`config.mk`:
```
export PLATFORM = sky130hd
export DESIGN_NAME = melody_buzzer_driver
export DESIGN_NICKNAME = d
export VERILOG_FILES = /design/src/design/melody_buzzer_pkg.sv /design/src/design/melody_buzzer_driver.sv
export VERILOG_INCLUDE_DIRS = /design/src /design/src/design
export SDC_FILE = /design/constraint.sdc
export NUM_CORES = 1
export LEC_CHECK = 0
export BUFFER_PORTS_ARGS = -buffer_cell sky130_fd_sc_hd__buf_2
export CORE_ASPECT_RATIO = 0.75
export CORE_MARGIN = 5
export CORE_UTILIZATION = 45
export DETAILED_ROUTE_END_ITERATION = 12
export MAX_ROUTING_LAYER = met4
export PLACE_DENSITY_LB_ADDON = 0.3
export SYNTH_ARGS = -nofsm -noshare
export SYNTH_HDL_FRONTEND = slang
export SYNTH_SLANG_ARGS = --single-unit
```
`constraint.sdc`:
```
create_clock -name core_clk -period 4.7 [get_ports core_clk]
set_clock_uncertainty 0.15 [all_clocks]
set_input_delay 0.235 -clock core_clk [delete_from_list [all_inputs] [get_ports core_clk]]
set_output_delay 0.235 -clock core_clk [all_outputs]
set_load 0.1 [all_outputs]
```
`src/design/melody_buzzer_map.svh`:
```
// Register addresses, field positions, reset values and timing counts
`ifndef MELODY_BUZZER_MAP_SVH
`define MELODY_BUZZER_MAP_SVH

`define MB_TEMPO_ADDR   12'h096
`define MB_CTRL_ADDR    12'h097
`define MB_FLAG_BIT     3
`define MB_BUZEN_BIT    2
`define MB_END_BIT      15
`define MB_TEMPO_RST    4'h0
`define MB_CTRL_RST     4'h0
`define MB_TEMPO_STEP   17'h01000
`define MB_SINGLE_FALLS 2'h2

`endif

```
`src/design/melody_buzzer_pkg.sv`:
```
// Types shared by the melody and buzzer driver
package melody_buzzer_pkg;

   typedef enum logic [1:0] {
      ST_IDLE,
      ST_FETCH,
      ST_PLAY
   } fsm_t;

   typedef enum logic [1:0] {
      BUZ_INTER1,
      BUZ_INTER2,
      BUZ_SINGLE,
      BUZ_CONT
   } buz_mode_t;

   // Register port request from the CPU core
   typedef struct packed {
      logic        we;
      logic        re;
      logic [11:0] addr;
      logic [3:0]  wdata;
   } sfr_req_t;

   // Time base levels and the double-rate low-speed tick
   typedef struct packed {
      logic tick2x;
      logic tb_4khz;
      logic tb_32hz;
      logic tb_8hz;
      logic tb_1hz;
   } timebase_t;

   typedef struct packed {
      fsm_t        fsm;
      logic [3:0]  tempo;
      logic        melody_active_flag;
      logic        buzzer_enable;
      buz_mode_t   mode;
      logic [15:0] addr;
      logic [15:0] pend_addr;
      logic        pend;
      logic        end_bit;
      logic [5:0]  dur;
      logic [6:0]  pitch;
      logic [5:0]  dur_cnt;
      logic [16:0] tempo_cnt;
      logic [7:0]  tone_cnt;
      logic [1:0]  fall_cnt;
      logic        tb32_prev;
      logic        pin;
      logic        irq;
      logic        rom_req;
      logic [3:0]  rdata;
   } state_t;

endpackage : melody_buzzer_pkg

```
`src/design/melody_buzzer_driver.sv`:
```
// Melody sequencer and buzzer driver sharing one tone output pin
`timescale 1ns/1ps
`include "melody_buzzer_map.svh"

module melody_buzzer_driver #(
   parameter logic [16:0] TEMPO_STEP = `MB_TEMPO_STEP // ticks per code step
) (
   input  wire logic                         core_clk,  // 50 MHz clock
   input  wire logic                         rst,       // Sync reset
   input  wire melody_buzzer_pkg::sfr_req_t  sfr_req,   // Register access
   output      logic [3:0]                   sfr_rdata, // Read data
   input  wire logic                         melody_start_instruction, // Start
   input  wire logic [15:0]                  msa_addr,  // Start address
   output      logic                         rom_req,   // Fetch request
   output      logic [15:0]                  rom_addr,  // Fetch address
   input  wire logic                         rom_valid, // Fetch answer
   input  wire logic [15:0]                  rom_data,  // Fetched word
   input  wire melody_buzzer_pkg::timebase_t tb,        // Time base levels
   output      logic                         tone_output_pin, // Speaker
   output      logic                         melody_irq // End request pulse
);
   import melody_buzzer_pkg::*;

   state_t      q;
   state_t      d;
   logic [16:0] tempo_lim;
   logic [3:0]  tempo_sel;
   logic [5:0]  dur_eff;
   logic [7:0]  tone_last;
   logic        audible;
   logic        tone_lvl;
   logic        buz_gate;
   logic        buz_out;
   logic        fall32;
   logic        note_done;
   logic        ctrl_wr;

   // Tempo period: codes 0 and 1 share the fastest rate
   always_comb
   begin
      tempo_sel = (q.tempo == 4'h0) ? 4'h1 : q.tempo;
      tempo_lim = 17'(TEMPO_STEP * ({13'h0000, tempo_sel} + 17'h00001));
   end

   // Note decode and tone waveform
   always_comb
   begin
      dur_eff   = (q.dur == 6'h00) ? 6'h01 : q.dur;
      tone_last = {1'b0, q.pitch} + 8'h01;
      audible   = (q.pitch[6:2] != 5'h00);
      tone_lvl  = (q.tone_cnt < ((tone_last + 8'h01) >> 1));
   end

   // Buzzer gating by time base; mode order is an assumption
   always_comb
   begin
      case (q.mode)
         BUZ_INTER1: buz_gate = tb.tb_8hz;
         BUZ_INTER2: buz_gate = tb.tb_8hz & ~tb.tb_1hz;
         BUZ_SINGLE: buz_gate = 1'b1;
         BUZ_CONT:   buz_gate = 1'b1;
         default:    buz_gate = 1'b0;
      endcase
      buz_out = q.buzzer_enable & buz_gate & tb.tb_4khz;
      fall32  = q.tb32_prev & ~tb.tb_32hz;
      ctrl_wr = sfr_req.we && (sfr_req.addr == `MB_CTRL_ADDR);
   end

   // Note length ends on the last tempo unit of the last duration step
   assign note_done = (q.fsm == ST_PLAY) && tb.tick2x &&
                      (q.tempo_cnt == tempo_lim - 17'h00001) &&
                      (q.dur_cnt + 6'h01 >= dur_eff);

   // Next-state logic
   always_comb
   begin
      d         = q;
      d.irq     = 1'b0;
      d.tb32_prev = tb.tb_32hz;

      // Register writes
      if (sfr_req.we && (sfr_req.addr == `MB_TEMPO_ADDR))
      begin
         d.tempo = sfr_req.wdata;
      end
      if (ctrl_wr)
      begin
         d.buzzer_enable = sfr_req.wdata[`MB_BUZEN_BIT];
         d.mode          = buz_mode_t'(sfr_req.wdata[1:0]);
         d.fall_cnt      = 2'h0;
      end

      // Single tone: second falling 32 Hz edge ends it
      if (!ctrl_wr && q.buzzer_enable && q.mode == BUZ_SINGLE && fall32)
      begin
         if (q.fall_cnt + 2'h1 == `MB_SINGLE_FALLS)
         begin
            d.buzzer_enable = 1'b0;
            d.fall_cnt      = 2'h0;
         end
         else
         begin
            d.fall_cnt = q.fall_cnt + 2'h1;
         end
      end

      // Sequencer
      case (q.fsm)
         ST_IDLE:
         begin
            d.tone_cnt = 8'h00;
         end
         ST_FETCH:
         begin
            if (rom_valid)
            begin
               d.end_bit   = rom_data[`MB_END_BIT];
               d.dur       = rom_data[13:8];
               d.pitch     = rom_data[6:0];
               d.addr      = q.addr + 16'h0001;
               d.irq       = rom_data[`MB_END_BIT];
               d.dur_cnt   = 6'h00;
               d.tempo_cnt = 17'h00000;
               d.fsm       = ST_PLAY;
            end
         end
         ST_PLAY:
         begin
            if (tb.tick2x)
            begin
               d.tone_cnt = (q.tone_cnt >= tone_last) ? 8'h00
                                                      : q.tone_cnt + 8'h01;
               if (q.tempo_cnt == tempo_lim - 17'h00001)
               begin
                  d.tempo_cnt = 17'h00000;
                  d.dur_cnt   = q.dur_cnt + 6'h01;
               end
               else
               begin
                  d.tempo_cnt = q.tempo_cnt + 17'h00001;
               end
            end
            if (note_done)
            begin
               if (!q.end_bit)
               begin
                  d.fsm = ST_FETCH;
               end
               else if (q.pend)
               begin
                  d.addr = q.pend_addr;
                  d.pend = 1'b0;
                  d.fsm  = ST_FETCH;
               end
               else
               begin
                  d.fsm = ST_IDLE;
                  d.melody_active_flag = 1'b0;
               end
            end
         end
         default:
         begin
            d.fsm = ST_IDLE;
         end
      endcase

      // Abort after the sequencer so a fetch or note end cannot undo it;
      // only a clear acts, software cannot start by writing one
      if (ctrl_wr && !sfr_req.wdata[`MB_FLAG_BIT] && q.melody_active_flag)
      begin
         d.melody_active_flag = 1'b0;
         d.fsm                = ST_IDLE;
         d.pend               = 1'b0;
      end

      // Start wins over a same-cycle abort
      if (melody_start_instruction)
      begin
         d.melody_active_flag = 1'b1;
         d.buzzer_enable      = 1'b0;
         d.fall_cnt           = 2'h0;
         if (d.fsm == ST_IDLE)
         begin
            d.addr     = msa_addr;
            d.pend     = 1'b0;
            d.fsm      = ST_FETCH;
            d.tone_cnt = 8'h00;
         end
         else
         begin
            d.pend_addr = msa_addr;
            d.pend      = 1'b1;
         end
      end

      d.rom_req = (d.fsm == ST_FETCH);

      // Melody owns the pin whenever active
      if (q.melody_active_flag)
      begin
         d.pin = (q.fsm == ST_PLAY) && audible && tone_lvl;
      end
      else
      begin
         d.pin = buz_out;
      end

      // Registered read data
      if (sfr_req.re && sfr_req.addr == `MB_TEMPO_ADDR)
      begin
         d.rdata = q.tempo;
      end
      else if (sfr_req.re && sfr_req.addr == `MB_CTRL_ADDR)
      begin
         d.rdata = {q.melody_active_flag, q.buzzer_enable, q.mode};
      end
      else
      begin
         d.rdata = 4'h0;
      end
   end

   // State register
   always_ff @(posedge core_clk)
   begin
      if (rst)
      begin
         q                    <= '0;
         q.fsm                <= ST_IDLE;
         q.tempo              <= `MB_TEMPO_RST;
         q.melody_active_flag <= 1'b0;
         q.buzzer_enable      <= 1'b0;
         q.mode               <= BUZ_INTER1;
      end
      else
      begin
         q <= d;
      end
   end

   assign sfr_rdata       = q.rdata;
   assign rom_req         = q.rom_req;
   assign rom_addr        = q.addr;
   assign tone_output_pin = q.pin;
   assign melody_irq      = q.irq;

   AST_RESET_IDLE: assert property (@(posedge core_clk)
      rst |=> !q.melody_active_flag && q.fsm == ST_IDLE && !q.buzzer_enable)
      else $error("reset left the generator active");

   AST_START_SETS_FLAG: assert property (@(posedge core_clk)
      disable iff (rst) melody_start_instruction |=> q.melody_active_flag)
      else $error("start did not set the active flag");

   AST_START_KILLS_BUZZER: assert property (@(posedge core_clk)
      disable iff (rst)
      melody_start_instruction && q.buzzer_enable |=> !q.buzzer_enable)
      else $error("buzzer kept sounding after start");

   AST_ABORT: assert property (@(posedge core_clk)
      disable iff (rst)
      ctrl_wr && !sfr_req.wdata[`MB_FLAG_BIT] && !melody_start_instruction
      |=> q.fsm == ST_IDLE && !q.melody_active_flag && !rom_req)
      else $error("abort did not stop the generator");

   AST_TEMPO_WRITE: assert property (@(posedge core_clk)
      disable iff (rst)
      sfr_req.we && sfr_req.addr == `MB_TEMPO_ADDR
      |=> q.tempo == $past(sfr_req.wdata))
      else $error("tempo write not stored");

   AST_END_IRQ: assert property (@(posedge core_clk)
      disable iff (rst)
      q.fsm == ST_FETCH && rom_valid && rom_data[`MB_END_BIT]
      |=> melody_irq ##1 !melody_irq)
      else $error("end word did not raise one irq pulse");

   AST_QUIET_PIN: assert property (@(posedge core_clk)
      disable iff (rst)
      !q.melody_active_flag && !q.buzzer_enable |=> !tone_output_pin)
      else $error("pin driven while idle");

   AST_MELODY_PRIORITY: assert property (@(posedge core_clk)
      disable iff (rst)
      q.melody_active_flag && q.fsm != ST_PLAY |=> !tone_output_pin)
      else $error("buzzer reached pin during melody");

   AST_SINGLE_END: assert property (@(posedge core_clk)
      disable iff (rst)
      q.mode == BUZ_SINGLE && q.buzzer_enable && fall32 && !ctrl_wr &&
      q.fall_cnt == 2'h1 |=> !q.buzzer_enable)
      else $error("single tone outlived second fall");

   AST_STOP_AFTER_END: assert property (@(posedge core_clk)
      disable iff (rst)
      note_done && q.end_bit && !q.pend && !melody_start_instruction &&
      !ctrl_wr |=> q.fsm == ST_IDLE && !q.melody_active_flag)
      else $error("playback continued after end word");

endmodule : melody_buzzer_driver

```
# Word-level counts from Yosys, hierarchy flattened
# Index checks and enable logic that the tools add are counted.
[word_totals] in_bits=59 reg_bits=98 out_inout_bits=23 wordCells=139
[classes] n_lt_le_gt_ge=3 add_sub_neg=9 eq_ne=14 n_mux=48 n_bitwise=9 reduce_logical=36
[op_table] op="16-bit 2-to-1 mux" n=6
[op_table] op="23-bit one-hot mux with 2 select lines" n=1
[op_table] op="33-bit 2-to-1 mux" n=1
[op_table] op="16-bit one-hot mux with 2 select lines" n=1
[op_table] op="31-bit 2-to-1 mux" n=1
[op_table] op="12-bit by 8-bit == test with 1-bit output, second input constant" n=2
[op_table] op="23-bit 2-to-1 mux" n=1
[op_table] op="2-bit 2-to-1 mux" n=9
[op_table] op="17-bit by 1-bit adder with 17-bit output, second input constant" n=1
[op_table] op="17-bit == test" n=1
[op_table] op="17-bit 2-to-1 mux" n=1
[op_table] op="17-bit by 1-bit subtractor with 17-bit output, second input constant" n=1
[op_table] op="16-bit by 1-bit adder with 16-bit output, second input constant" n=1
[op_table] op="8-bit by 1-bit adder with 8-bit output, second input constant" n=2
[op_table] op="8-bit 2-to-1 mux" n=2
[op_table] op="8-bit one-hot mux with 2 select lines" n=1
[op_table] op="1-bit 2-to-1 mux" n=15
[op_table] op="1-bit logical AND" n=14
[op_table] op="4-bit 2-to-1 mux" n=3
[op_table] op="6-bit 2-to-1 mux" n=2
[op_table] op="10-bit 2-to-1 mux" n=1
[op_table] op="3-bit nonzero test" n=3
[op_table] op="7-bit by 1-bit adder with 8-bit output, second input constant" n=1
[op_table] op="2-bit == test, second input constant" n=4
[op_table] op="26 further kinds" n=44

# Logic depth before layout (Yosys ltp)
# Gate-level depths: netlist (run 1).
[depth] depth_word=14 ltp_mapped=13 ltp_nobuf=11

# Worst setup path after synthesis (run 1)
# No wires, ideal clock.
[synth_timing] kind="register -> register" start="reg q[35] in the netlist's numbering" end="reg q (netlist bit rom_addr[3])" path_stages_with_launch=14 arrival_time_ns=3.068 setup_time_ns=0.115 slack_ns=1.368 required_ns=4.435 path_cell_list="dfxtp_1 ha_1 nand3_1 xnor2_1 ha_1 o21a_1 o21a_1 a311oi_1 or4_1 clkbuf_1 clkbuf_1 nor2_1 a311o_1 o21a_1"
[synth_between] elab_chain_cells=9 word_cells_on_any_way=11 cone_classes="1 x add/sub; 1 x order compare; 7 x mux; 2 x reduce/logical"
[synth_lines] element="from (decl)" line="melody_buzzer_driver.sv:24" rtl="state_t q;"
[synth_lines] element="6-bit by 1-bit adder with 6-bit output (*)" line="melody_buzzer_driver.sv:72" rtl="(q.dur_cnt + 6'h01 >= dur_eff);"
[synth_lines] element="6-bit >= comparator (*)" line="melody_buzzer_driver.sv:72"
[synth_lines] element="1-bit logical AND (*)" line="melody_buzzer_driver.sv:71" rtl="(q.tempo_cnt == tempo_lim - 17'h00001) &&"
[synth_lines] element="2-bit 2-to-1 mux" line="melody_buzzer_driver.sv:143" rtl="if (note_done)"
[synth_lines] element="2-bit one-hot mux with 3 select lines" line="melody_buzzer_driver.sv:108" rtl="case (q.fsm)"
[synth_lines] element="2-bit 2-to-1 mux" line="melody_buzzer_driver.sv:170" rtl="if (ctrl_wr && !sfr_req.wdata[`MB_FLAG_BIT] && q.melody_active_flag)"
[synth_lines] element="2-bit logical NOT" line="melody_buzzer_driver.sv:183" rtl="if (d.fsm == ST_IDLE)"
[synth_lines] element="16-bit 2-to-1 mux" line="melody_buzzer_driver.sv:183"
[synth_lines] element="33-bit 2-to-1 mux (*)" line="melody_buzzer_driver.sv:178" rtl="if (melody_start_instruction)"
# Mark *: on every way between the ends. The rest lies on a longest branch, timed or not.
# A chain may end at the register's enable or synchronous reset.

# Final worst setup path (run 1)
[layout_timing] start="reg q[35] in the netlist's numbering" end="reg q (netlist bit rom_addr[12])"
# Same word-level chain as after synthesis.

==> impl_summary.log, run 1 <==
[metrics] outcome: complete, no violations
[metrics] Skew-Pair Late Insertion Delay: ~340 ps
[metrics] Critical Setup Path Class: flop to flop
[metrics] cell with the most instances after synthesis: sky130_fd_sc_hd__dfxtp_1
[metrics] estimated wirelength of the detail-placed design: 10500 um
[metrics] number of vias in the routed layout: about 5500
[metrics] adder and majority gate portion of the synthesized area: 0.0633
[metrics] power density over cell area: 326 mW/mm2
[metrics] peak fanout along the critical path: 21
[metrics] post-synthesis cell type with the largest combined area: sky130_fd_sc_hd__dfxtp_1
[metrics] drt total wl: 15100 um
[metrics] leading post-synthesis cells by instance count: sky130_fd_sc_hd__dfxtp_1, sky130_fd_sc_hd__nand2_1, sky130_fd_sc_hd__nor2_1, sky130_fd_sc_hd__a21oi_1, sky130_fd_sc_hd__clkbuf_1
[metrics] Die Wd: approximately 140 um
[metrics] Std-Cell Core Area: approximately 0.013 mm2
[metrics] yosys warns: 0
[metrics] number of violations of the max-capacitance limit: 0
[metrics] number of unique standard cell types used by synthesis: 59
[metrics] area share of the largest cell type after synthesis: 0.331
[metrics] final weighted congestion in routability-driven placement: 0.796
[metrics] overall power after layout: 2.23 mW
[metrics] Arrival @ worst endpoint: 3800 ps
[metrics] Setup violations, final: 0
[metrics] Synth area leaders: sky130_fd_sc_hd__dfxtp_1, sky130_fd_sc_hd__ha_1, sky130_fd_sc_hd__mux2i_1, sky130_fd_sc_hd__nand2_1, sky130_fd_sc_hd__nor2_1
[metrics] number of gates resized after CTS: 0
[metrics] TritonCTS clock tree: done
[metrics] required time reported for the critical path endpoint: roughly 4800 ps
[metrics] share of the synthesized netlist area taken by xor and xnor gates: 0.0458
[metrics] setup TNS: 0 ps
[metrics] via count of the first global-routing pass: 5239
[metrics] endpoint type of the worst setup path: flop
[metrics] Final Critical Period: ~3700 ps
[metrics] detailed-route DRC error count: 0
[metrics] number of flops mapped to enable cells by yosys: 0
[metrics] proportion of synthesized area in mux cells: 0.0578
[metrics] Area Growth Syn to Fin: 15.3%
[metrics] Tot GR Track Use: 0.201
[metrics] number of buffers inserted during clock tree synthesis: 9
[metrics] maximum clock insertion buffer count: 2
[metrics] RSZ-0062 raised after global routing: false
[metrics] Seq/Total Area, Yosys: 0.331
[metrics] DRT iter0 DRCs: 500
[metrics] port buffer count: 79
[metrics] global-route congestion overflow total: 0
[metrics] Fin. Hold Viols: 0
[metrics] fraction of the mapped netlist area in compound gates: 0.185
[metrics] slew at the pin closest to its max-slew limit: approximately 800 ps
[metrics] count of pins on the block boundary: ~80
[metrics] register bit count reported by yosys: 98
[metrics] CTS root buffer: sky130_fd_sc_hd__clkbuf_16
[metrics] commonest register cell after synthesis: sky130_fd_sc_hd__dfxtp_1
[metrics] remaining max-slew budget at the tightest pin: 0.458
[metrics] First-pass DRT Iterations: 5
[metrics] top achievable clock speed: 269 MHz
[metrics] number of instances in the synthesized netlist: 734
[metrics] DIE AREA: about 0.016 mm2
[metrics] P_leak: roughly 2.8 nW
[metrics] post-synthesis async set-or-reset flop share: 0
[metrics] Syn Area/Cell: 8.08 um2
[metrics] final number of max-transition violations: 0
[metrics] H-tree depth: 3
[metrics] Synth Area in Simple Gates: 0.241
[metrics] kind of launch point of the worst setup path: flop
[metrics] combinational family with the most area after synthesis: simple AND/OR/NAND/NOR gates
[metrics] Synth Cell Area: 0.00593 mm2
[metrics] path class of the lowest-slack min-delay path: input pin to flop
[metrics] pin count of the biggest net entering global routing: 74
[metrics] Peak supply drop: 0.181 mV
[metrics] Sink Count: 98
[metrics] cell row count: 36
[metrics] number of vias per cell after detailed routing: between 5 and 6
[metrics] total inserted antenna cells: 0
[metrics] CTS clk-pin slew, worst paths: around 70 ps
[metrics] Final #Nets: 882
[metrics] fin crit share: 0.792
[metrics] Starting Density: 0.457
[metrics] syn nets: 823
[metrics] global-route wire length before repair: 25300 um
[metrics] total setup buffers inserted after CTS: 0
[metrics] number of buffers added to fix hold violations after cts: 27
[metrics] WL/cell: around 16 um
[metrics] floorplan die height: 109 um
[metrics] antenna violation net count after detailed routing: 0
[metrics] antenna violations before repair: 0
[metrics] share of post-route cells with drive strength above 1: 0.143
metrics by stage:
| step | hold WS (ps) | utilization | setup WS [ps] | area [um2] | instances |
|---|---|---|---|---|---|
| floorplan | 213 | - | 1370 | 5930 | 734 |
| global placement | 272 | 0.483 | 1060 | 6260 | 926 |
| detailed placement | 282 | 0.483 | 997 | 6260 | 926 |
| CTS | 3.11 | 0.527 | 973 | 6840 | 969 |
| global route | 4.81 | 0.527 | 736 | 6840 | 969 |
| finish | 9.07 | 0.527 | 978 | 6840 | 969 |
critical path: stages (launching register included):
cell	delay [ps]
sky130_fd_sc_hd__dfxtp_1	420
sky130_fd_sc_hd__ha_1	220
sky130_fd_sc_hd__nand3_1	100
sky130_fd_sc_hd__xnor2_1	150
sky130_fd_sc_hd__ha_1	280
sky130_fd_sc_hd__o21a_1	130
sky130_fd_sc_hd__o21a_1	120
sky130_fd_sc_hd__a311oi_1	50
sky130_fd_sc_hd__buf_4	180
sky130_fd_sc_hd__or4_1	840
sky130_fd_sc_hd__buf_4	300
sky130_fd_sc_hd__a311o_1	340
sky130_fd_sc_hd__o31ai_1	240
sky130_fd_sc_hd__o21ai_1	80
layout make-up:
type                            count  area [um2]
Multi-Input combinational cell    542        3520
Clock buffer                       12         256
Tap cell                          171         214
Fill cell                        1226        6130
Inverter                           26        97.6
Timing Repair Buffer              116         741
Sequential cell                    98        1960
Clock inverter                      4        50.0
path summary, 6_finish.rpt:
kind	slack [ps]	to	cells past startpoint	startpoint
min reg2reg	310	q[9]	2	q[9]
min	9	q[60]	3	msa_addr[4]
max	980	rom_addr[12]	13	q[35]
max reg2reg	980	rom_addr[12]	13	q[35]
placed cells by master (no fill, tap or decap), types with 17 or more instances in the layout:
cell / instances
sky130_fd_sc_hd__dfxtp_1: 98
sky130_fd_sc_hd__nand2_1: 80
sky130_fd_sc_hd__buf_2: 79
sky130_fd_sc_hd__nor2_1: 76
sky130_fd_sc_hd__a21oi_1: 46
sky130_fd_sc_hd__mux2i_1: 32
sky130_fd_sc_hd__nand3_1: 31
sky130_fd_sc_hd__ha_1: 30
sky130_fd_sc_hd__dlygate4sd3_1: 27
sky130_fd_sc_hd__inv_1: 25
sky130_fd_sc_hd__xor2_1: 23
sky130_fd_sc_hd__nand4_1: 18
sky130_fd_sc_hd__o21a_1: 17
state kept, by name, indices dropped and copies added, names as in the netlist:
name             flops
melody_irq           1
sfr_rdata            4
q                   75
rom_addr            16
tone_output_pin      1
rom_req              1
report_power, final:
part / internal [mW] / leakage [nW] / switching [mW]
clock network: 0.441 / 0.145 / 0.318
logic: 0.175 / 1.84 / 0.369
registers: 0.873 / 0.796 / 0.0535
total: 1.49 / 2.78 / 0.741
logic make-up (layout without fill, tap and decap cells):
kind of cell             count (synthesis)  after routing
multiplexers                            34             34
flip-flops                              98             98
buffers and inverters                   94            158
adder cells (fa/ha/maj)                 30             30
AO/OA/AOI/OAI                          156            156
AND/OR/NAND/NOR                        291            291
XOR/XNOR                                31             31
metal layers:
metal | up-vias | global-route usage | wire length, um
li1 | 2728 | - | -
met1 | 2661 | 0.265 | 7170
met2 | 124 | 0.330 | 7160
met3 | 17 | 0.0322 | 608
met4 | 0 | 0.0400 | 122
met5 | - | - | 0
No activity file was read; power rests on OpenSTA's default activity.
==> run 2, diff against run 1 <==
==> constraint.sdc (replaced) <==
create_clock -name core_clk -period 3.65 [get_ports core_clk]
set_clock_uncertainty 0.15 [all_clocks]
set_input_delay 0.1825 -clock core_clk [delete_from_list [all_inputs] [get_ports core_clk]]
set_output_delay 0.1825 -clock core_clk [all_outputs]
set_load 0.1 [all_outputs]
==> impl_summary.log, run 2 (same netlist as run 1, synthesis figures left out) <==
[metrics] outcome: complete, no violations (unchanged)
[metrics] register with the most flip-flops: q (unchanged)
[metrics] Sink Count: 98 (unchanged)
[metrics] H-tree depth: 3 (unchanged)
[metrics] Arrival @ worst endpoint: 3470 ps (was 3800 ps)
[metrics] DIE AREA: 0.0156 mm2 (unchanged)
[metrics] maximum clock insertion buffer count: 2 (unchanged)
[metrics] Peak supply drop: 0.270 mV (was 0.181 mV)
[metrics] number of vias in the routed layout: 5590 (was 5530)
[metrics] setup TNS: 0 ps (unchanged)
[metrics] total setup buffers inserted after CTS: 0 (unchanged)
[metrics] Std-Cell Core Area: 0.0130 mm2 (unchanged)
[metrics] number of buffers added to fix hold violations after cts: 34 (was 27)
[metrics] number of vias per cell after detailed routing: 5.70 (was 5.71)
[metrics] top achievable clock speed: 297 MHz (was 269 MHz)
[metrics] share of post-route cells with drive strength above 1: 0.146 (was 0.143)
[metrics] Tot GR Track Use: 0.208 (was 0.201)
[metrics] number of gates resized after CTS: 0 (unchanged)
[metrics] final weighted congestion in routability-driven placement: 0.857 (was 0.796)
[metrics] drt total wl: 15500 um (was 15100 um)
[metrics] delay of the slowest cell on the worst path: 390 ps (was 840 ps)
[metrics] required time reported for the critical path endpoint: 3750 ps (was 4780 ps)
[metrics] most common library cell in the layout ignoring fill and taps: sky130_fd_sc_hd__dfxtp_1 (unchanged)
[metrics] number of buffers inserted during clock tree synthesis: 9 (unchanged)
[metrics] top library cells by usage in the layout, fill and taps aside: sky130_fd_sc_hd__dfxtp_1, sky130_fd_sc_hd__nand2_1, sky130_fd_sc_hd__buf_2 (unchanged)
[metrics] port buffer count: 79 (unchanged)
[metrics] P_leak: 2.87 nW (was 2.78 nW)
[metrics] WL/cell: 15.9 um (was 15.6 um)
[metrics] final number of max-transition violations: 0 (unchanged)
[metrics] pin count of the biggest net entering global routing: 74 (unchanged)
[metrics] Hold Worst Slack: 29.3 ps (was 9.07 ps)
[metrics] Final #Nets: 893 (was 882)
[metrics] DRT iter0 DRCs: 433 (was 500)
[metrics] floorplan die height: 109 um (unchanged)
[metrics] total inserted antenna cells: 0 (unchanged)
[metrics] global-route congestion overflow total: 0 (unchanged)
[metrics] slew at the pin closest to its max-slew limit: 787 ps (was 813 ps)
[metrics] max FFs per register: 75 (unchanged)
[metrics] CTS root buffer: sky130_fd_sc_hd__clkbuf_16 (unchanged)
[metrics] TritonCTS clock tree: done (unchanged)
[metrics] estimated wirelength of the detail-placed design: 10700 um (was 10500 um)
[metrics] Fin. Hold Viols: 0 (unchanged)
[metrics] kind of launch point of the worst setup path: flop (unchanged)
[metrics] worst setup slack for register-to-register paths: 280 ps (was 980 ps)
[metrics] cell family with the largest share of critical-path delay: compound AO/OA/AOI/OAI gates (unchanged)
[metrics] Starting Density: 0.457 (unchanged)
[metrics] antenna violation net count after detailed routing: 0 (unchanged)
[metrics] endpoint type of the worst setup path: flop (unchanged)
[metrics] critical path's slowest cell: sky130_fd_sc_hd__dfxtp_1 (was sky130_fd_sc_hd__or4_1)
[metrics] Die Wd: 143 um (unchanged)
[metrics] dpl cell area: 0.00630 mm2 (was 0.00626 mm2)
[metrics] Setup violations, final: 0 (unchanged)
[metrics] overall power after layout: 3.09 mW (was 2.23 mW)
[metrics] power density over cell area: 440 mW/mm2 (was 326 mW/mm2)
[metrics] RSZ-0062 raised after global routing: false (unchanged)
[metrics] number of filler cells placed in the layout: 1211 (was 1226)
[metrics] path class of the lowest-slack min-delay path: input pin to flop (unchanged)
[metrics] global-route wire length before repair: 26000 um (was 25300 um)
[metrics] count of pins on the block boundary: 82 (unchanged)
[metrics] remaining max-slew budget at the tightest pin: 0.475 (was 0.458)
[metrics] crit path buf inv count: 2 (unchanged)
[metrics] antenna violations before repair: 0 (unchanged)
[metrics] final design instance area without fill: 0.00701 mm2 (was 0.00684 mm2)
[metrics] First-pass DRT Iterations: 6 (was 5)
[metrics] number of violations of the max-capacitance limit: 0 (unchanged)
[metrics] Final Critical Period: 3370 ps (was 3720 ps)
[metrics] cell row count: 36 (unchanged)
[metrics] peak fanout along the critical path: 24 (was 21)
[metrics] detailed-route DRC error count: 0 (unchanged)
[metrics] CTS clk-pin slew, worst paths: 70 ps (about the same)
[metrics] Critical Setup Path Class: flop to flop (unchanged)
[metrics] via count of the first global-routing pass: 5373 (was 5239)
[metrics] Area Growth Syn to Fin: 18.3% (was 15.3%)
[metrics] CP Cell Sequence: ha_1, nand3_1, xnor2_1, ha_1, o21a_1, o21a_1, a311oi_1, buf_4, o311a_1, o41ai_4, and2_1, buf_4, nor4_1 (was ha_1, nand3_1, xnor2_1, ha_1, o21a_1, o21a_1, a311oi_1, buf_4, or4_1, buf_4, a311o_1, o31ai_1, o21ai_1)
[metrics] Skew-Pair Late Insertion Delay: 350 ps (was 340 ps)
[metrics] fin crit share: 0.924 (was 0.792)
==> run 2: cell types whose count changed in the layout (fill, tap and decap cells not counted), sizes merged <==
cell / before / now
dlygate4sd3: 27 / 34
buf: 89 / 93
bufinv: 1 / 4
clkinvlp: 2 / 0
clkbuf: 12 / 11
==> run 2: area by class of cell <==
type / count / area (um2) / share of cell area
flip-flops and latches: 98 / 1960 / 0.280
repair buffers: 127 / 853 / 0.122
inverters: 26 / 97.6 / 0.0139
well taps: 171 / 214 / 0.0305
multi-input cells: 542 / 3520 / 0.502
clock inverters: 5 / 125 / 0.0178
clock buffers: 11 / 243 / 0.0346
==> run 2: stage by stage <==
stage,util,std cells,worst slack (ps)
after CTS,0.541,980,310
after floorplan,-,734,318
after global placement,0.486,930,447
after global routing,0.541,980,43.1
final,0.541,980,279
after detailed placement,0.486,930,332
==> run 2: worst paths after layout <==
kind	from	endpoint	depth (start not counted)
hold reg to reg	q[9]	q[9]	2
hold / removal	sfr_req[16]	sfr_rdata[2]	3
setup / recovery	q[35]	q[15]	13
setup reg to reg	q[35]	q[15]	13
==> run 2: worst reg2reg max path: cells and delay by family, from the launching register on <==
family	cells	cell delay (ps)
AOI/OAI and AO/OA	5	1000
and+or+nand+nor	3	620
adders and majority gates	2	470
buffers and inverters	2	440
DFF	1	390
xor gates and xnor gates	1	200
==> run 2: routing by layer <==
metal / global-route usage / up-vias / share of wire
li1: - / 2753 / -
met1: 0.272 / 2667 / 0.46
met2: 0.333 / 150 / 0.48
met3: 0.0461 / 20 / 0.050
met4: 0.0434 / 0 / 0.011
met5: - / - / 0
==> run 2: report_power, final <==
part | switching [mW] | internal [mW] | leakage (nW)
registers | 0.0696 | 1.12 | 0.796
clock network | 0.412 | 0.757 | 0.180
logic | 0.483 | 0.240 | 1.89
==> run 3, diff against run 2 <==
--- a/config.mk
+++ b/config.mk
@@ -6,10 +6,12 @@
 export SDC_FILE = /design/constraint.sdc
 export NUM_CORES = 1
 export LEC_CHECK = 0
+export ABC_AREA = 1
 export BUFFER_PORTS_ARGS = -buffer_cell sky130_fd_sc_hd__buf_2
 export CORE_ASPECT_RATIO = 0.75
 export CORE_MARGIN = 5
 export CORE_UTILIZATION = 45
+export CTS_CLUSTER_SIZE = 8
 export DETAILED_ROUTE_END_ITERATION = 12
 export MAX_ROUTING_LAYER = met4
 export PLACE_DENSITY_LB_ADDON = 0.3
==> impl_summary.log, run 3 <==
[metrics] outcome: complete, no violations (unchanged)
[metrics] top achievable clock speed: 307 MHz (was 297 MHz)
[metrics] final number of max-transition violations: 0 (unchanged)
[metrics] Std-Cell Core Area: 0.0138 mm2 (was 0.0130 mm2)
[metrics] Synth Area in Simple Gates: 0.306 (was 0.241)
[metrics] end point of the critical path: q[66] (was q[15])
[metrics] adder and majority gate portion of the synthesized area: 0.0588 (was 0.0633)
[metrics] remaining max-slew budget at the tightest pin: 0.501 (was 0.475)
[metrics] Skew-Pair Late Insertion Delay: 350 ps (about the same)
[metrics] number of vias per cell after detailed routing: 5.18 (was 5.70)
[metrics] number of filler cells placed in the layout: 1356 (was 1211)
[metrics] slew at the pin closest to its max-slew limit: 749 ps (was 787 ps)
[metrics] Final Critical Period: 3260 ps (was 3370 ps)
[metrics] Setup violations, final: 0 (unchanged)
[metrics] leading post-synthesis cells by instance count: sky130_fd_sc_hd__nand2_1, sky130_fd_sc_hd__inv_1, sky130_fd_sc_hd__nor2_1, sky130_fd_sc_hd__dfxtp_1, sky130_fd_sc_hd__a21oi_1 (was sky130_fd_sc_hd__dfxtp_1, sky130_fd_sc_hd__nand2_1, sky130_fd_sc_hd__nor2_1, sky130_fd_sc_hd__a21oi_1, sky130_fd_sc_hd__clkbuf_1)
[metrics] proportion of synthesized area in mux cells: 0 (was 0.0578)
[metrics] count of pins on the block boundary: 82 (unchanged)
[metrics] Final #Nets: 1156 (was 893)
[metrics] final weighted congestion in routability-driven placement: 0.905 (was 0.857)
[metrics] Synth Cell Area: 0.00638 mm2 (was 0.00593 mm2)
[metrics] detailed-route DRC error count: 0 (unchanged)
[metrics] global-route congestion overflow total: 0 (unchanged)
[metrics] antenna violation net count after detailed routing: 0 (unchanged)
[metrics] antenna violations before repair: 1 (was 0)
[metrics] worst-case setup margin in the final layout: 390 ps (was 279 ps)
[metrics] DRT iter0 DRCs: 590 (was 433)
[metrics] path class of the lowest-slack min-delay path: input pin to flop (unchanged)
[metrics] Seq/Total Area, Yosys: 0.308 (was 0.331)
[metrics] combinational family with the most area after synthesis: simple AND/OR/NAND/NOR gates (unchanged)
[metrics] CTS root buffer: sky130_fd_sc_hd__clkbuf_16 (unchanged)
[metrics] WL/cell: 13.7 um (was 15.9 um)
[metrics] Critical Setup Path Class: flop to flop (unchanged)
[metrics] most common library cell in the layout ignoring fill and taps: sky130_fd_sc_hd__nand2_1 (was sky130_fd_sc_hd__dfxtp_1)
[metrics] worst reg2reg endpoint: q[66] (was q[15])
[metrics] Fin. Hold Viols: 0 (unchanged)
[metrics] top library cells by usage in the layout, fill and taps aside: sky130_fd_sc_hd__nand2_1, sky130_fd_sc_hd__inv_1, sky130_fd_sc_hd__nor2_1 (was sky130_fd_sc_hd__dfxtp_1, sky130_fd_sc_hd__nand2_1, sky130_fd_sc_hd__buf_2)
[metrics] required time reported for the critical path endpoint: 3740 ps (was 3750 ps)
[metrics] max FFs per register: 75 (unchanged)
[metrics] power density over cell area: 427 mW/mm2 (was 440 mW/mm2)
[metrics] share of post-route cells with drive strength above 1: 0.112 (was 0.146)
[metrics] First-pass DRT Iterations: 5 (was 6)
[metrics] peak fanout along the critical path: 33 (was 24)
[metrics] via count of the first global-routing pass: 5963 (was 5373)
[metrics] global-route wire length before repair: 28800 um (was 26000 um)
[metrics] Peak supply drop: 0.275 mV (was 0.270 mV)
[metrics] CTS clk-pin slew, worst paths: 60 ps (was 70 ps)
[metrics] Die Wd: 147 um (was 143 um)
[metrics] floorplan die height: 113 um (was 109 um)
[metrics] setup slack at placement: 476 ps (was 332 ps)
[metrics] number of vias in the routed layout: 6450 (was 5590)
[metrics] commonest register cell after synthesis: sky130_fd_sc_hd__dfxtp_1 (unchanged)
[metrics] kind of launch point of the worst setup path: flop (unchanged)
[metrics] syn nets: 1078 (was 823)
[metrics] number of violations of the max-capacitance limit: 0 (unchanged)
[metrics] number of unique standard cell types used by synthesis: 43 (was 59)
[metrics] register bit count reported by yosys: 98 (unchanged)
[metrics] cell row count: 37 (was 36)
[metrics] number of instances in the synthesized netlist: 989 (was 734)
[metrics] number of buffers inserted during clock tree synthesis: 9 (unchanged)
[metrics] share of the synthesized netlist area taken by xor and xnor gates: 0.0288 (was 0.0458)
[metrics] Area Growth Syn to Fin: 15.7% (was 18.3%)
[metrics] register with the most flip-flops: q (unchanged)
[metrics] fin crit share: 0.893 (was 0.924)
[metrics] Arrival @ worst endpoint: 3350 ps (was 3470 ps)
[metrics] maximum clock insertion buffer count: 2 (unchanged)
[metrics] H-tree depth: 3 (unchanged)
[metrics] P_leak: 3.27 nW (was 2.87 nW)
[metrics] post-synthesis async set-or-reset flop share: 0 (unchanged)
[metrics] estimated wirelength of the detail-placed design: 11700 um (was 10700 um)
[metrics] fraction of the mapped netlist area in compound gates: 0.173 (was 0.185)
[metrics] yosys warns: 0 (unchanged)
[metrics] number of flops mapped to enable cells by yosys: 0 (unchanged)
[metrics] endpoint type of the worst setup path: flop (unchanged)
[metrics] worst setup slack for register-to-register paths: 390 ps (was 280 ps)
[metrics] worst setup path start: q[35] (unchanged)
[metrics] RSZ-0062 raised after global routing: false (unchanged)
[metrics] utilization of the core after routing: 0.535 (was 0.541)
[metrics] cell depth of the worst flop-to-flop path: 19 (was 13)
[metrics] pin count of the biggest net entering global routing: 55 (was 74)
[metrics] post-synthesis cell type with the largest combined area: sky130_fd_sc_hd__dfxtp_1 (unchanged)
[metrics] cell with the most instances after synthesis: sky130_fd_sc_hd__nand2_1 (was sky130_fd_sc_hd__dfxtp_1)
[metrics] Starting Density: 0.462 (was 0.457)
[metrics] TritonCTS clock tree: done (unchanged)
[metrics] total setup buffers inserted after CTS: 0 (unchanged)
[metrics] drt total wl: 17100 um (was 15500 um)
[metrics] Sink Count: 98 (unchanged)
[metrics] area share of the largest cell type after synthesis: 0.308 (was 0.331)
[metrics] port buffer count: 79 (unchanged)
[metrics] start of the worst register-to-register path: q[35] (unchanged)
[metrics] setup TNS: 0 ps (unchanged)
[metrics] Tot GR Track Use: 0.215 (was 0.208)
[metrics] DIE AREA: 0.0167 mm2 (was 0.0156 mm2)
[metrics] Syn Area/Cell: 6.45 um2 (was 8.08 um2)
[metrics] Synth area leaders: sky130_fd_sc_hd__dfxtp_1, sky130_fd_sc_hd__nand2_1, sky130_fd_sc_hd__inv_1, sky130_fd_sc_hd__nor2_1, sky130_fd_sc_hd__a21oi_1 (was sky130_fd_sc_hd__dfxtp_1, sky130_fd_sc_hd__ha_1, sky130_fd_sc_hd__mux2i_1, sky130_fd_sc_hd__nand2_1, sky130_fd_sc_hd__nor2_1)
run 3: changes by cell type in the layout (fill, tap and decap cells not counted), moves of 15 or more:
cell	previous run	this run
sky130_fd_sc_hd__nand3_1	31	70
sky130_fd_sc_hd__o21ai_0	14	77
sky130_fd_sc_hd__nand2_1	80	220
sky130_fd_sc_hd__inv_1	25	122
sky130_fd_sc_hd__o21a_1	17	1
sky130_fd_sc_hd__and3_1	15	0
sky130_fd_sc_hd__a21oi_1	46	81
sky130_fd_sc_hd__nor2_1	76	113
sky130_fd_sc_hd__mux2i_1	32	0
run 3: cell families after synthesis:
| kind of cell | after synthesis |
|---|---|
| fa+ha+maj | 30 |
| compound gates | 203 |
| flops | 98 |
| simple gates | 454 |
| buf+inv | 183 |
| xor+xnor | 21 |
run 3: cell type report:
cell class / instances / area, um2 / area share
Inverter: 125 / 469 / 0.0636
Sequential cell: 98 / 1960 / 0.266
Timing Repair Buffer: 125 / 831 / 0.113
Clock buffer: 11 / 233 / 0.0315
Antenna cell: 1 / 2.50 / 0.000339
Multi-Input combinational cell: 708 / 3620 / 0.491
Clock inverter: 3 / 42.5 / 0.00577
Tap cell: 175 / 219 / 0.0297
run 3: worst min-delay path by stage:
stage | startpoint | to | slack (ps) | depth (start not counted)
floorplan | rst | q[96] | 110 | 1
global placement | msa_addr[15] | rom_addr[15] | 240 | 3
detailed placement | msa_addr[8] | rom_addr[8] | 240 | 3
CTS | tb[1] | tone_output_pin | 80 | 5
global route | tb[1] | tone_output_pin | 100 | 5
finish | tb[1] | tone_output_pin | 80 | 5
run 3: what timing repair did:
action | CTS | global route
resized for setup | 0 | 0
hold buffers | 36 | 0
endpoints found under the hold margin | 40 | 0
run 3: critical path, stage by stage, from the launching register on:
cell and delay, ps:
sky130_fd_sc_hd__dfxtp_1 410, sky130_fd_sc_hd__ha_1 210, sky130_fd_sc_hd__nand3_1 100, sky130_fd_sc_hd__xor2_1 150, sky130_fd_sc_hd__inv_1 80, sky130_fd_sc_hd__ha_1 290
sky130_fd_sc_hd__nand2_1 100, sky130_fd_sc_hd__inv_1 60, sky130_fd_sc_hd__a21oi_1 140, sky130_fd_sc_hd__nand3_1 100, sky130_fd_sc_hd__nand2_1 80, sky130_fd_sc_hd__inv_2 40
sky130_fd_sc_hd__nand2_2 140, sky130_fd_sc_hd__nand3_2 80, sky130_fd_sc_hd__nand2_1 90, sky130_fd_sc_hd__nand2_2 100, sky130_fd_sc_hd__nand2_2 520, sky130_fd_sc_hd__nand3_1 150
sky130_fd_sc_hd__nand2_1 90, sky130_fd_sc_hd__nor2_1 40
run 3: power by group:
| part | internal [mW] | switching, mW |
|---|---|---|
| logic | 0.287 | 0.713 |
| registers | 1.15 | 0.0769 |
| clock network | 0.523 | 0.398 |
| total | 1.96 | 1.19 |
run 3: per-layer routing:
layer  up-vias  global-route usage  wire length [um]
li1       3368                   -                 -
met3        17              0.0428              1140
met1      2857               0.295              8300
met2       208               0.327              7340
met5         -                   -                 0
met4         0              0.0546               273
run 3: through the flow:
step,cells,cell area (um2),hold slack (ps),power [mW]
CTS,1245,7380,75.9,3.17
global placement,1195,6740,239,2.20
finish,1246,7380,75.5,3.15
detailed placement,1195,6740,240,2.21
global route,1246,7380,95.7,3.33
floorplan,989,6380,109,2.04
